[src/hdl/opc_pkg.sv]
// constants of the output loop register bank
package opc_pkg;
   // ****************************************************************
   // register indices and byte addresses
   // ****************************************************************
   localparam int OPC_ADDR_W = 12;
   localparam logic [7:0] OPC_IDX_CP_CUR = 8'hF0;
   localparam logic [7:0] OPC_IDX_FB_DIV = 8'hF1;
   localparam logic [7:0] OPC_IDX_LOOP_CTL = 8'hF2;
   localparam logic [7:0] OPC_IDX_VCO_CTL = 8'hF3;
   localparam logic [7:0] OPC_IDX_STATUS = 8'hF8;
   localparam logic [11:0] OPC_ADDR_CP_CUR = {2'h0, OPC_IDX_CP_CUR, 2'h0};
   localparam logic [11:0] OPC_ADDR_FB_DIV = {2'h0, OPC_IDX_FB_DIV, 2'h0};
   localparam logic [11:0] OPC_ADDR_LOOP_CTL = {2'h0, OPC_IDX_LOOP_CTL, 2'h0};
   localparam logic [11:0] OPC_ADDR_VCO_CTL = {2'h0, OPC_IDX_VCO_CTL, 2'h0};
   localparam logic [11:0] OPC_ADDR_STATUS = {2'h0, OPC_IDX_STATUS, 2'h0};
   // ****************************************************************
   // field positions
   // ****************************************************************
   localparam int OPC_CTL_LD_PD = 7;
   localparam int OPC_CTL_DBL = 5;
   localparam int OPC_CTL_ABL_SW = 4;
   localparam int OPC_CTL_ABL_LSB = 2;
   localparam int OPC_CTL_CPM_LSB = 0;
   localparam int OPC_VCO_SYNC_FORCE = 4;
   localparam int OPC_VCO_REF_VALID = 3;
   localparam int OPC_VCO_MID = 2;
   localparam int OPC_VCO_CAL = 1;
   localparam int OPC_FB_A_LSB = 6;
   // ****************************************************************
   // reset values and writable masks
   // ****************************************************************
   localparam logic [7:0] OPC_CP_CUR_RST = 8'h00;
   localparam logic [7:0] OPC_FB_DIV_RST = 8'h1C;
   localparam logic [7:0] OPC_LOOP_CTL_RST = 8'h0B;
   localparam logic [7:0] OPC_VCO_CTL_RST = 8'h00;
   localparam logic [7:0] OPC_LOOP_CTL_WMASK = 8'hBF;
   localparam logic [7:0] OPC_VCO_CTL_WMASK = 8'h1E;
   // ****************************************************************
   // encodings and limits
   // ****************************************************************
   localparam logic [1:0] OPC_ABL_HIGH = 2'h2;
   localparam logic [1:0] OPC_CPM_TRISTATE = 2'h0;
   localparam logic [1:0] OPC_CPM_UP = 2'h1;
   localparam logic [1:0] OPC_CPM_DOWN = 2'h2;
   localparam logic [1:0] OPC_CPM_NORMAL = 2'h3;
   localparam logic [19:0] OPC_CP_STEP_NA = 20'h00DAC;
   localparam logic [5:0] OPC_B_MIN = 6'h04;
   localparam logic [5:0] OPC_B_FREE = 6'h07;
   localparam logic [1:0] OPC_RESP_OKAY = 2'h0;
   localparam logic [1:0] OPC_RESP_SLVERR = 2'h2;
endpackage

[src/hdl/opc_axil_slave.sv]
// axi4-lite front end of the output loop registers
`timescale 1ns/1ps
module opc_axil_slave
   import opc_pkg::*;
(
   // clock and reset
   input wire logic aclk,
   input wire logic aresetn,
   // write channels
   input wire logic [OPC_ADDR_W-1:0] s_axil_awaddr,
   input wire logic s_axil_awvalid,
   output logic s_axil_awready,
   input wire logic [31:0] s_axil_wdata,
   input wire logic [3:0] s_axil_wstrb,
   input wire logic s_axil_wvalid,
   output logic s_axil_wready,
   output logic [1:0] s_axil_bresp,
   output logic s_axil_bvalid,
   input wire logic s_axil_bready,
   // read channels
   input wire logic s_axil_arvalid,
   output logic s_axil_arready,
   output logic [31:0] s_axil_rdata,
   output logic [1:0] s_axil_rresp,
   output logic s_axil_rvalid,
   input wire logic s_axil_rready,
   // register file side
   output logic wr_fire,
   output logic [OPC_ADDR_W-1:0] wr_addr,
   output logic [7:0] wr_data,
   output logic wr_lane0,
   input wire logic wr_ok,
   input wire logic [31:0] rd_data,
   input wire logic rd_ok
);
   logic aw_full_r, aw_full_nxt, w_full_r, w_full_nxt;
   logic [OPC_ADDR_W-1:0] aw_addr_r, aw_addr_nxt;
   logic [7:0] w_data_r, w_data_nxt;
   logic w_lane_r, w_lane_nxt;
   logic bvalid_r, bvalid_nxt, rvalid_r, rvalid_nxt;
   logic [1:0] bresp_r, bresp_nxt, rresp_r, rresp_nxt;
   logic [31:0] rdata_r, rdata_nxt;

   // address and data wait for each other, in either order
   assign s_axil_awready = ~aw_full_r & ~bvalid_r;
   assign s_axil_wready = ~w_full_r & ~bvalid_r;
   assign s_axil_arready = ~rvalid_r;
   assign wr_fire = aw_full_r & w_full_r & ~bvalid_r;
   assign wr_addr = aw_addr_r;
   assign wr_data = w_data_r;
   assign wr_lane0 = w_lane_r;
   assign s_axil_bvalid = bvalid_r;
   assign s_axil_bresp = bresp_r;
   assign s_axil_rvalid = rvalid_r;
   assign s_axil_rresp = rresp_r;
   assign s_axil_rdata = rdata_r;

   // next state of both channel pairs
   always_comb
   begin
      aw_full_nxt = aw_full_r;
      aw_addr_nxt = aw_addr_r;
      w_full_nxt = w_full_r;
      w_data_nxt = w_data_r;
      w_lane_nxt = w_lane_r;
      bvalid_nxt = bvalid_r;
      bresp_nxt = bresp_r;
      rvalid_nxt = rvalid_r;
      rresp_nxt = rresp_r;
      rdata_nxt = rdata_r;
      if (s_axil_awvalid && s_axil_awready)
      begin
         aw_full_nxt = 1'b1;
         aw_addr_nxt = s_axil_awaddr;
      end
      if (s_axil_wvalid && s_axil_wready)
      begin
         w_full_nxt = 1'b1;
         w_data_nxt = s_axil_wdata[7:0]; // upper lanes hold nothing
         w_lane_nxt = s_axil_wstrb[0];
      end
      if (wr_fire)
      begin
         aw_full_nxt = 1'b0;
         w_full_nxt = 1'b0;
         bvalid_nxt = 1'b1;
         bresp_nxt = wr_ok ? OPC_RESP_OKAY : OPC_RESP_SLVERR;
      end
      else if (bvalid_r && s_axil_bready)
      begin
         bvalid_nxt = 1'b0;
      end
      if (s_axil_arvalid && s_axil_arready)
      begin
         rvalid_nxt = 1'b1;
         rdata_nxt = rd_data;
         rresp_nxt = rd_ok ? OPC_RESP_OKAY : OPC_RESP_SLVERR;
      end
      else if (rvalid_r && s_axil_rready)
      begin
         rvalid_nxt = 1'b0;
      end
   end

   // channel registers
   always_ff @(posedge aclk)
   begin
      if (!aresetn)
      begin
         aw_full_r <= 1'b0;
         aw_addr_r <= '0;
         w_full_r <= 1'b0;
         w_data_r <= 8'h00;
         w_lane_r <= 1'b0;
         bvalid_r <= 1'b0;
         bresp_r <= OPC_RESP_OKAY;
         rvalid_r <= 1'b0;
         rresp_r <= OPC_RESP_OKAY;
         rdata_r <= 32'h00000000;
      end
      else
      begin
         aw_full_r <= aw_full_nxt;
         aw_addr_r <= aw_addr_nxt;
         w_full_r <= w_full_nxt;
         w_data_r <= w_data_nxt;
         w_lane_r <= w_lane_nxt;
         bvalid_r <= bvalid_nxt;
         bresp_r <= bresp_nxt;
         rvalid_r <= rvalid_nxt;
         rresp_r <= rresp_nxt;
         rdata_r <= rdata_nxt;
      end
   end
endmodule

[src/hdl/opc_output_pll_regs.sv]
// top of the output loop register bank
//
// Notes on behaviour
// - 8-bit pump current code, ~3.5 uA per step, ~900 uA full scale.
// - divider bits 7:6 fine, 5:0 coarse, ratio four coarse plus fine, limited.
// - control bit 7 high powers down the loop lock detector.
// - control bit 5 high doubles the loop reference frequency.
// - control bit 4 low forces antibacklash high; high uses the field.
// - field 3:2 picks antibacklash min, low, high, max; starts high.
// - pump mode 1:0 is tristate, up, down, normal; defaults normal.
// - override low holds distribution until first lock, then releases.
// - vco bit 4 high ignores lock state and releases distribution.
// - vco bit 3 low: reference validity from the input loop indicator.
// - vco bit 3 high treats the reference as valid regardless.
// - vco bit 2 high forces vco control voltage to midscale.
// - writing 1 to vco bit 1 starts calibration; software clears it.
//
// Added by the designer: the AXI4-Lite register port.
`timescale 1ns/1ps
module opc_output_pll_regs
   import opc_pkg::*;
#(
   parameter logic [7:0] CP_CUR_RST = OPC_CP_CUR_RST,
   parameter logic [7:0] FB_DIV_RST = OPC_FB_DIV_RST
)
(
   // clock and reset
   input wire logic aclk,
   input wire logic aresetn,
   // axi4-lite write address and data
   input wire logic [OPC_ADDR_W-1:0] s_axil_awaddr,
   input wire logic [2:0] s_axil_awprot,
   input wire logic s_axil_awvalid,
   output logic s_axil_awready,
   input wire logic [31:0] s_axil_wdata,
   input wire logic [3:0] s_axil_wstrb,
   input wire logic s_axil_wvalid,
   output logic s_axil_wready,
   // axi4-lite write response
   output logic [1:0] s_axil_bresp,
   output logic s_axil_bvalid,
   input wire logic s_axil_bready,
   // axi4-lite read
   input wire logic [OPC_ADDR_W-1:0] s_axil_araddr,
   input wire logic [2:0] s_axil_arprot,
   input wire logic s_axil_arvalid,
   output logic s_axil_arready,
   output logic [31:0] s_axil_rdata,
   output logic [1:0] s_axil_rresp,
   output logic s_axil_rvalid,
   input wire logic s_axil_rready,
   // status from the analog loop
   input wire logic loop_lock_raw,
   input wire logic input_loop_ref_ok,
   input wire logic vco_cal_done,
   // charge pump
   output logic [7:0] cp_current_code,
   output logic [19:0] cp_current_na,
   output logic pump_tristate,
   output logic pump_up,
   output logic pump_down,
   output logic pump_normal,
   // feedback divider
   output logic [1:0] fb_count_fine,
   output logic [5:0] fb_count_coarse,
   output logic [7:0] fb_ratio,
   output logic fb_ratio_ok,
   // loop control
   output logic lock_det_pwrdn,
   output logic loop_locked,
   output logic ref_doubler_en,
   output logic [1:0] abl_period,
   // distribution and vco
   output logic dist_sync_hold,
   output logic ref_valid,
   output logic vco_midscale,
   output logic vco_cal_start,
   output logic vco_cal_reset,
   output logic vco_cal_busy
);
   // ****************************************************************
   // declarations
   // ****************************************************************
   logic [7:0] cp_cur_r, cp_cur_nxt, fb_div_r, fb_div_nxt;
   logic [7:0] loop_ctl_r, loop_ctl_nxt, vco_ctl_r, vco_ctl_nxt;
   logic wr_fire, wr_lane0, wr_ok, rd_ok;
   logic [OPC_ADDR_W-1:0] wr_addr;
   logic [7:0] wr_data;
   logic [31:0] rd_data;
   logic dist_released, dist_hold, cal_start, cal_busy;
   logic [19:0] cp_na_r, cp_na_nxt;
   logic [3:0] pump_r, pump_nxt;
   logic [1:0] abl_r, abl_nxt;
   logic ratio_ok_r, ratio_ok_nxt;
   logic locked_r, locked_nxt, ref_valid_r, ref_valid_nxt;

   // legal fine range per coarse count
   function automatic logic fb_ok(input logic [7:0] v);
      logic [1:0] fine;
      logic [5:0] coarse;
      fine = v[7:OPC_FB_A_LSB];
      coarse = v[OPC_FB_A_LSB-1:0];
      if (coarse < OPC_B_MIN)
      begin
         fb_ok = 1'b0;
      end
      else if (coarse == OPC_B_MIN)
      begin
         fb_ok = (fine <= 2'h1);
      end
      else if (coarse < OPC_B_FREE)
      begin
         fb_ok = (fine <= 2'h2);
      end
      else
      begin
         fb_ok = 1'b1;
      end
   endfunction

   // ****************************************************************
   // bus front end
   // ****************************************************************
   opc_axil_slave u_bus (
      .aclk(aclk),
      .aresetn(aresetn),
      .s_axil_awaddr(s_axil_awaddr),
      .s_axil_awvalid(s_axil_awvalid),
      .s_axil_awready(s_axil_awready),
      .s_axil_wdata(s_axil_wdata),
      .s_axil_wstrb(s_axil_wstrb),
      .s_axil_wvalid(s_axil_wvalid),
      .s_axil_wready(s_axil_wready),
      .s_axil_bresp(s_axil_bresp),
      .s_axil_bvalid(s_axil_bvalid),
      .s_axil_bready(s_axil_bready),
      .s_axil_arvalid(s_axil_arvalid),
      .s_axil_arready(s_axil_arready),
      .s_axil_rdata(s_axil_rdata),
      .s_axil_rresp(s_axil_rresp),
      .s_axil_rvalid(s_axil_rvalid),
      .s_axil_rready(s_axil_rready),
      .wr_fire(wr_fire),
      .wr_addr(wr_addr),
      .wr_data(wr_data),
      .wr_lane0(wr_lane0),
      .wr_ok(wr_ok),
      .rd_data(rd_data),
      .rd_ok(rd_ok)
   );

   // ****************************************************************
   // register file
   // ****************************************************************
   // status is read only, so writes to it are refused
   assign wr_ok = (wr_addr == OPC_ADDR_CP_CUR) || (wr_addr == OPC_ADDR_FB_DIV) ||
                  (wr_addr == OPC_ADDR_LOOP_CTL) || (wr_addr == OPC_ADDR_VCO_CTL);

   // write decode; lane 0 off still completes, changing nothing
   always_comb
   begin
      cp_cur_nxt = cp_cur_r;
      fb_div_nxt = fb_div_r;
      loop_ctl_nxt = loop_ctl_r;
      vco_ctl_nxt = vco_ctl_r;
      if (wr_fire && wr_lane0)
      begin
         case (wr_addr)
            OPC_ADDR_CP_CUR: cp_cur_nxt = wr_data;
            OPC_ADDR_FB_DIV: fb_div_nxt = wr_data;
            // bit 6 stays zero whatever software writes
            OPC_ADDR_LOOP_CTL: loop_ctl_nxt = wr_data & OPC_LOOP_CTL_WMASK;
            // reserved vco bits stay zero; calibrate does not self clear
            OPC_ADDR_VCO_CTL: vco_ctl_nxt = wr_data & OPC_VCO_CTL_WMASK;
            default: cp_cur_nxt = cp_cur_r;
         endcase
      end
   end

   always_ff @(posedge aclk)
   begin
      if (!aresetn)
      begin
         cp_cur_r <= CP_CUR_RST;
         fb_div_r <= FB_DIV_RST;
         loop_ctl_r <= OPC_LOOP_CTL_RST;
         vco_ctl_r <= OPC_VCO_CTL_RST;
      end
      else
      begin
         cp_cur_r <= cp_cur_nxt;
         fb_div_r <= fb_div_nxt;
         loop_ctl_r <= loop_ctl_nxt;
         vco_ctl_r <= vco_ctl_nxt;
      end
   end

   // read mux on the live read address, sampled by the front end
   always_comb
   begin
      rd_data = 32'h00000000;
      rd_ok = 1'b1;
      case (s_axil_araddr)
         OPC_ADDR_CP_CUR: rd_data[7:0] = cp_cur_r;
         OPC_ADDR_FB_DIV: rd_data[7:0] = fb_div_r;
         OPC_ADDR_LOOP_CTL: rd_data[7:0] = loop_ctl_r;
         OPC_ADDR_VCO_CTL: rd_data[7:0] = vco_ctl_r;
         OPC_ADDR_STATUS: rd_data[5:0] = {cal_busy, ratio_ok_r, ref_valid_r,
                                          locked_r, dist_hold, dist_released};
         default: rd_ok = 1'b0;
      endcase
   end

   // ****************************************************************
   // sync release and calibration
   // ****************************************************************
   opc_sync_cal u_seq (
      .aclk(aclk),
      .aresetn(aresetn),
      .loop_locked(locked_r),
      .sync_force(vco_ctl_r[OPC_VCO_SYNC_FORCE]),
      .cal_bit(vco_ctl_r[OPC_VCO_CAL]),
      .cal_done(vco_cal_done),
      .dist_released(dist_released),
      .dist_hold(dist_hold),
      .cal_start(cal_start),
      .cal_busy(cal_busy)
   );

   // ****************************************************************
   // decoded controls toward the analog loop
   // ****************************************************************
   always_comb
   begin
      // estimate in nanoamps: code times step
      cp_na_nxt = 20'(cp_cur_r) * OPC_CP_STEP_NA;
      case (loop_ctl_r[OPC_CTL_CPM_LSB +: 2])
         OPC_CPM_TRISTATE: pump_nxt = 4'h1;
         OPC_CPM_UP: pump_nxt = 4'h2;
         OPC_CPM_DOWN: pump_nxt = 4'h4;
         OPC_CPM_NORMAL: pump_nxt = 4'h8;
         default: pump_nxt = 4'h8;
      endcase
      // forced high period cuts the usable pfd rate, hence the software bit
      if (loop_ctl_r[OPC_CTL_ABL_SW])
      begin
         abl_nxt = loop_ctl_r[OPC_CTL_ABL_LSB +: 2];
      end
      else
      begin
         abl_nxt = OPC_ABL_HIGH;
      end
      ratio_ok_nxt = fb_ok(fb_div_r);
      // a powered down detector never reports lock
      locked_nxt = loop_lock_raw & ~loop_ctl_r[OPC_CTL_LD_PD];
      if (vco_ctl_r[OPC_VCO_REF_VALID])
      begin
         ref_valid_nxt = 1'b1;
      end
      else
      begin
         ref_valid_nxt = input_loop_ref_ok;
      end
   end

   always_ff @(posedge aclk)
   begin
      if (!aresetn)
      begin
         cp_na_r <= 20'h00000;
         pump_r <= 4'h8;
         abl_r <= OPC_ABL_HIGH;
         ratio_ok_r <= 1'b0;
         locked_r <= 1'b0;
         ref_valid_r <= 1'b0;
      end
      else
      begin
         cp_na_r <= cp_na_nxt;
         pump_r <= pump_nxt;
         abl_r <= abl_nxt;
         ratio_ok_r <= ratio_ok_nxt;
         locked_r <= locked_nxt;
         ref_valid_r <= ref_valid_nxt;
      end
   end

   // ****************************************************************
   // outputs
   // ****************************************************************
   assign cp_current_code = cp_cur_r;
   assign cp_current_na = cp_na_r;
   assign pump_tristate = pump_r[0];
   assign pump_up = pump_r[1];
   assign pump_down = pump_r[2];
   assign pump_normal = pump_r[3];
   assign fb_count_fine = fb_div_r[7:OPC_FB_A_LSB];
   assign fb_count_coarse = fb_div_r[OPC_FB_A_LSB-1:0];
   // four coarse plus fine puts coarse above the two fine bits
   assign fb_ratio = {fb_count_coarse, fb_count_fine};
   assign fb_ratio_ok = ratio_ok_r;
   assign lock_det_pwrdn = loop_ctl_r[OPC_CTL_LD_PD];
   assign loop_locked = locked_r;
   assign ref_doubler_en = loop_ctl_r[OPC_CTL_DBL];
   assign abl_period = abl_r;
   assign dist_sync_hold = dist_hold;
   assign ref_valid = ref_valid_r;
   assign vco_midscale = vco_ctl_r[OPC_VCO_MID];
   assign vco_cal_start = cal_start;
   assign vco_cal_reset = ~vco_ctl_r[OPC_VCO_CAL];
   assign vco_cal_busy = cal_busy;
endmodule

[src/hdl/opc_sync_cal.sv]
// sync release sequencer and calibration launcher
`timescale 1ns/1ps
module opc_sync_cal
   import opc_pkg::*;
(
   // clock and reset
   input wire logic aclk,
   input wire logic aresetn,
   // controls and loop status
   input wire logic loop_locked,
   input wire logic sync_force,
   input wire logic cal_bit,
   input wire logic cal_done,
   // results
   output logic dist_released,
   output logic dist_hold,
   output logic cal_start,
   output logic cal_busy
);
   typedef enum logic {OPC_SYNC_HOLD, OPC_SYNC_FREE} opc_sync_e;
   opc_sync_e sync_r, sync_nxt;
   logic cal_prev_r, cal_prev_nxt, cal_start_r, cal_start_nxt;
   logic cal_busy_r, cal_busy_nxt, hold_r, hold_nxt;

   // held until the first lock, then free until reset
   always_comb
   begin
      sync_nxt = sync_r;
      case (sync_r)
         OPC_SYNC_HOLD:
         begin
            if (loop_locked)
            begin
               sync_nxt = OPC_SYNC_FREE;
            end
         end
         OPC_SYNC_FREE: sync_nxt = OPC_SYNC_FREE;
         default: sync_nxt = OPC_SYNC_HOLD;
      endcase
      // the override releases at any lock state
      hold_nxt = (sync_nxt == OPC_SYNC_HOLD) & ~sync_force;
   end

   // only a rising calibrate bit launches a run
   always_comb
   begin
      cal_prev_nxt = cal_bit;
      cal_start_nxt = cal_bit & ~cal_prev_r;
      cal_busy_nxt = cal_busy_r;
      if (cal_done || !cal_bit)
      begin
         cal_busy_nxt = 1'b0;
      end
      if (cal_start_nxt)
      begin
         cal_busy_nxt = 1'b1; // a start beats a same-cycle done
      end
   end

   always_ff @(posedge aclk)
   begin
      if (!aresetn)
      begin
         sync_r <= OPC_SYNC_HOLD;
         hold_r <= 1'b1;
         cal_prev_r <= 1'b0;
         cal_start_r <= 1'b0;
         cal_busy_r <= 1'b0;
      end
      else
      begin
         sync_r <= sync_nxt;
         hold_r <= hold_nxt;
         cal_prev_r <= cal_prev_nxt;
         cal_start_r <= cal_start_nxt;
         cal_busy_r <= cal_busy_nxt;
      end
   end

   assign dist_released = (sync_r == OPC_SYNC_FREE);
   assign dist_hold = hold_r;
   assign cal_start = cal_start_r;
   assign cal_busy = cal_busy_r;
endmodule
[config.mk]
export PLATFORM = sky130hd
export DESIGN_NAME = opc_output_pll_regs
export DESIGN_NICKNAME = d
export VERILOG_FILES = /design/src/hdl/opc_pkg.sv /design/src/hdl/opc_axil_slave.sv /design/src/hdl/opc_output_pll_regs.sv /design/src/hdl/opc_sync_cal.sv
export SDC_FILE = /design/constraint.sdc
export NUM_CORES = 1
export LEC_CHECK = 0
export BUFFER_PORTS_ARGS = -buffer_cell sky130_fd_sc_hd__buf_2
export CORE_MARGIN = 1.5
export CORE_UTILIZATION = 46
export DETAILED_ROUTE_END_ITERATION = 16
export GPL_TIMING_DRIVEN = 0
export PLACE_DENSITY = 0.81
export RECOVER_POWER = 50
export SYNTH_ARGS = -nofsm -noshare
export SYNTH_HDL_FRONTEND = slang
export SYNTH_SLANG_ARGS = --single-unit
[constraint.sdc]
create_clock -name aclk -period 5 [get_ports aclk]
set_clock_uncertainty 0.2 [all_clocks]
set_input_delay 0.5 -clock aclk [delete_from_list [all_inputs] [get_ports aclk]]
set_output_delay 0.5 -clock aclk [all_outputs]
set_load 0.005 [all_outputs]
---- After elaboration in Yosys (flattened, before gate mapping) ----
Index checks and enable logic that the tools add are counted.
storage, ports and cells
  bits in registers ....................... 98
  bits of input ports ..................... 76
  output and inout port bits .............. 101
  word-level logic and storage cells ...... 102
cells by class
  multipliers ............................. 1
  magnitude comparators ................... 4
  equality and inequality tests ........... 13
  mux-type cells .......................... 17
  bitwise logic cells ..................... 18
  reduce and logical (&&, ||, !) cells .... 23
operators by type and width
  operator                 count
  $eq A12 B10 Y1 const B   9
  $pmux W6 S5              1
  $mul A8 B10 Y18 const B  1
  $pmux W4 S4              1
  $lt A6 B3 Y1 const B     2
  $mux W1                  11
  $not A1 Y1               11
  $reduce_and A2 Y1        5
  $and A1 B1 Y1            7
  $eq A6 B3 Y1 const B     1
  $logic_and A1 B1 Y1      6
  $pmux W2 S3              1
  $reduce_bool A2 Y1       3
  $reduce_or A5 Y1         1
  $eq A2 B2 Y1 const B     2
  $logic_or A1 B1 Y1       4
  $mux W2                  2
  $reduce_or A2 Y1         2
  $eq A2 B1 Y1 const B     1
  $le A2 B1 Y1 const B     1
  $le A2 B2 Y1 const B     1
  $logic_not A2 Y1         1
  $pmux W1 S2              1
  $logic_not A1 Y1         1

---- Logic depth before layout (Yosys ltp) ----
  depth in word-level cells ............... 5
  mapped depth ............................ 15
  mapped depth without buffers ............ 14

---- Hierarchy ----
From an unflattened synthesis, not the netlist that was laid out.
unflattened totals
  cell total of the unflattened synthesis .. 675
  area, all modules ....................... 6200.9 um2
modules (own cells, without submodules)
  module               instances  cells each  area an instance (um2)  sequential area each (um2)
  opc_output_pll_regs  1          400         3797.4                  1081.0
  opc_axil_slave       1          263         2254.7                  1181.1
  opc_sync_cal         1          12          148.9                   100.1

---- Worst setup path before layout ----
No wires, ideal clock.
  path type ............................... reg-to-reg
  start ................................... register cp_cur_r[6] (netlist: cp_current_code[6])
  end ..................................... register cp_na_r[14] (netlist: cp_current_na[14])
  setup time .............................. 106 ps
  arrival ................................. 3711 ps
  required time ........................... 4694 ps
  path slack .............................. 983 ps
  stages on the path, launching flop included .. 14
  clock period less this slack ............ 4017 ps
  cells stage by stage .................... dfxtp_1 inv_1 ha_1 fa_1 inv_1 fa_1 inv_1 fa_1 inv_1 ha_1 or2_2 o21ai_0 nor2_1 o311ai_0
between the ends
  word-level cells in the longest chain between the ends .. 1
ends and longest elaborated chain
  what                      RTL line                    RTL
  start: declaration        opc_output_pll_regs.sv:84   logic [7:0] cp_cur_r, cp_cur_nxt, fb_div_r, fb_div_nxt;
  start signal: assignment  opc_output_pll_regs.sv:191  cp_cur_r <= cp_cur_nxt;
  $mul A8 B10 Y18           opc_output_pll_regs.sv:236  cp_na_nxt = 20'(cp_cur_r) * OPC_CP_STEP_NA;
  end signal: assignment    opc_output_pll_regs.sv:279  cp_na_r <= cp_na_nxt;
  end: declaration          opc_output_pll_regs.sv:91   logic [19:0] cp_na_r, cp_na_nxt;
No other way between the ends.
A chain may end at the register's enable or synchronous reset.

---- Worst setup path in the final report ----
  start ................................... register cp_cur_r[2] (netlist: cp_current_code[2])
  end ..................................... register cp_na_r[19] (netlist: cp_current_na[19])
Same word-level chain as after synthesis.

==> out/metrics.cfg <==
[power_and_ir_drop]
p_leak_nw=3.22
power_density_mw_per_mm2=247
ir_drop_mv=0.210
total_power_w=0.00161

[synth]
synth-xor-area-share_pct=1.45
synth_top_family_by_area=simple AND/OR/NAND/NOR gates
async_flop_share_pct=0
synth.top_cell.area_share_pct=34.7
yosys_warnings=0
synthTopCellsByCount=dfxtp_1, nand2_1, inv_1
ys_seq_elements=94
synth_cells=631
synth_cell_types=52
synth_most_common_cell=dfxtp_1
yosysSeqAreaShare_pct=34.7
syn_avg_cell_area_um2=8.59
synth_area_leaders=dfxtp_1, ha_1, fa_1, nand2_1, buf_4
yosys.area_share.simple_pct=18.6
synth_edf_count=0
synth_ff_type=dfxtp_1
synthAdderAreaFrac_pct=18.6
synth_mux_area_share_pct=2.03
synth_area_leader_cell=dfxtp_1
synth_compound_area_share_pct=13.9
netlist_area_mm2=0.00542

[worst_setup_path]
crit_type=flop to flop
r2r_end=cp_current_na[19]
r2r-start=cp_current_code[2]
reg2reg_setup_slack_ns=0.31
cp-start-kind=flop
worst_ep_required_time_ns=5.04
cp-end-kind=flop
reg2regPathDepth=14
crit_arrival_ns=4.72
cp_max_fo=8

[cts]
clkLatencyLatePin_ns=0.35
post_cts.repair.setup_buffers=0
hold_buffers=0
tritoncts=yes
clkTransAtPathRegs_ns=0.07
root_buffer=clkbuf_16
cts_max_path_buffers=2
cts.htree.levels=3
clkSinkCount=94
numCtsBuffers=9
cts_repair_resize_count=0

[route]
firstDrtPassIters=6
via_count=4825
vias_per_cell=5.20
routed_wl_um=13500
final_antenna_net_count=0
post_drt_wl_per_cell_um=14.6
drc_errors=0
drt-initial-drc-count=350

[sta]
rsz0062_at_grt=false
timing.final.crit_share_pct=93.7
tns_ns=0
finalHoldViolCount=0
finalWorstSetupSlack_ns=0.314
finalSetupViolCount=0
tightest_slew_ns=0.823
fmax_ghz=0.213
layout_min_cycle_time_ns=4.69
slew_headroom_pct=45.0
drv_slew=0

[finish]
fillers=1010
finalNetCount=923
multi_input_area_mm2=0.00306
drive_above_1_share_pct=19.2
antenna_cells=0
area.sequential_mm2=0.00188
fin_area_mm2=0.00653
final_cells=928
area_growth_pct=20.4

[hold_path]
min_path_type=primary input to flop
hold_depth=2
hp-start=s_axil_rready
whs_endpoint=u_bus.s_axil_rvalid

[floorplan]
ios=177
start_util_pct=47.3
dieArea_mm2=0.0124
die_w_um=112
die_h_um=112
std_cell_rows=39
coreArea_mm2=0.0115

[placement]
place_inst=912
io_buffers=111
place_area_mm2=0.00626
place.gp.congestion=0.888
dp_hpwl_um=10300
pre_cts_ws_ns=0.438

[grt]
antenna_found_initial=0
grt_util_all_layers_pct=21.8
grt_pass1_wl_um=21700
grt_max_degree=17
overflow=0
grt_pass1_vias=4494

[outcome]
status=complete, no violations

[job]
maxCapViolCount=0

state kept, by name, summed over array words and instances (netlist names), 2 cells and up:
signal / flops
abl_period: 2
cp_current_code: 8
cp_current_na: 18
fb_div_r: 8
loop_ctl_r: 7
pump_r: 4
u_bus.s_axil_rdata: 8
u_bus.wr_addr: 12
u_bus.wr_data: 8
vco_ctl_r: 4
layout by cell type, fill, tap and decap left out, types with 6 or more instances in the layout:
master and count:
dfxtp_1 94, nand3_1 30, nand2_1 89, inv_1 50
clkbuf_1 42, nand2b_1 6, nor2_1 26, clkbuf_16 9
a21oi_1 46, fa_1 21, mux2i_1 11, o21ai_0 45
ha_1 46, nand3b_1 6, nor3b_1 7, xor2_1 6
nor3_1 7, a211oi_1 6, and2_1 7, buf_2 92
buf_4 33, conb_1 28
stage by stage:
stage                     hold WS (ns)  utilization, %
after global routing             0.122            57.0
after CTS                        0.122            57.2
after detailed placement         0.205            54.6
final                            0.125            57.0
after floorplan                  0.193               -
after global placement           0.200            54.6
how the worst max path moves through the flow:
stage,to,cells past startpoint,start
floorplan,cp_current_na[14],13,cp_current_code[6]
global placement,cp_current_na[19],14,cp_current_code[2]
detailed placement,cp_current_na[19],14,cp_current_code[2]
CTS,cp_current_na[19],14,cp_current_code[2]
global route,cp_current_na[19],14,cp_current_code[2]
finish,cp_current_na[19],14,cp_current_code[2]
worst max-delay path, cell delays in order, from the launching register on:
cell and delay [ns]:
dfxtp_1 0.44, ha_1 0.41, inv_1 0.09, fa_1 0.48, inv_1 0.06, fa_1 0.55
inv_1 0.07, fa_1 0.54, inv_1 0.04, ha_1 0.40, nand4_1 0.15, nor4_1 0.50
o211ai_1 0.22, nand3_1 0.12, nor3b_1 0.30
layout make-up:
| class | count | share of cell area [%] |
|---|---|---|
| inverter | 51 | 2.93 |
| sequential | 94 | 28.8 |
| tap | 143 | 2.74 |
| clock inverter | 6 | 1.05 |
| multi-input combinational | 449 | 46.9 |
| buffer | 64 | 5.94 |
| clock buffer | 10 | 3.51 |
| timing repair buffer | 111 | 8.12 |
cell families (layout without fill, tap and decap cells):
kind of cell | Yosys count | after routing
simple gates | 205 | 205
compound gates | 128 | 128
buf+inv | 115 | 242
flops | 94 | 94
fa+ha+maj | 68 | 68
mux | 11 | 11
xor+xnor | 9 | 9
other cells | 1 | 28
where the power goes:
group / internal [W] / leakage, nW / switching [W]
clock: 0.000393 / 0.149 / 0.000301
sequential: 0.000769 / 0.764 / 0.0000175
combinational: 0.0000560 / 2.31 / 0.0000772
routing by layer:
metal	track usage, %	vias to the layer above	share of wire, %
li1	-	2390	-
met1	28.6	2221	45
met2	35.7	197	46
met3	5.06	17	7.4
met4	7.00	0	1.4
met5	0	-	0
No activity file was read; power rests on OpenSTA's default activity.
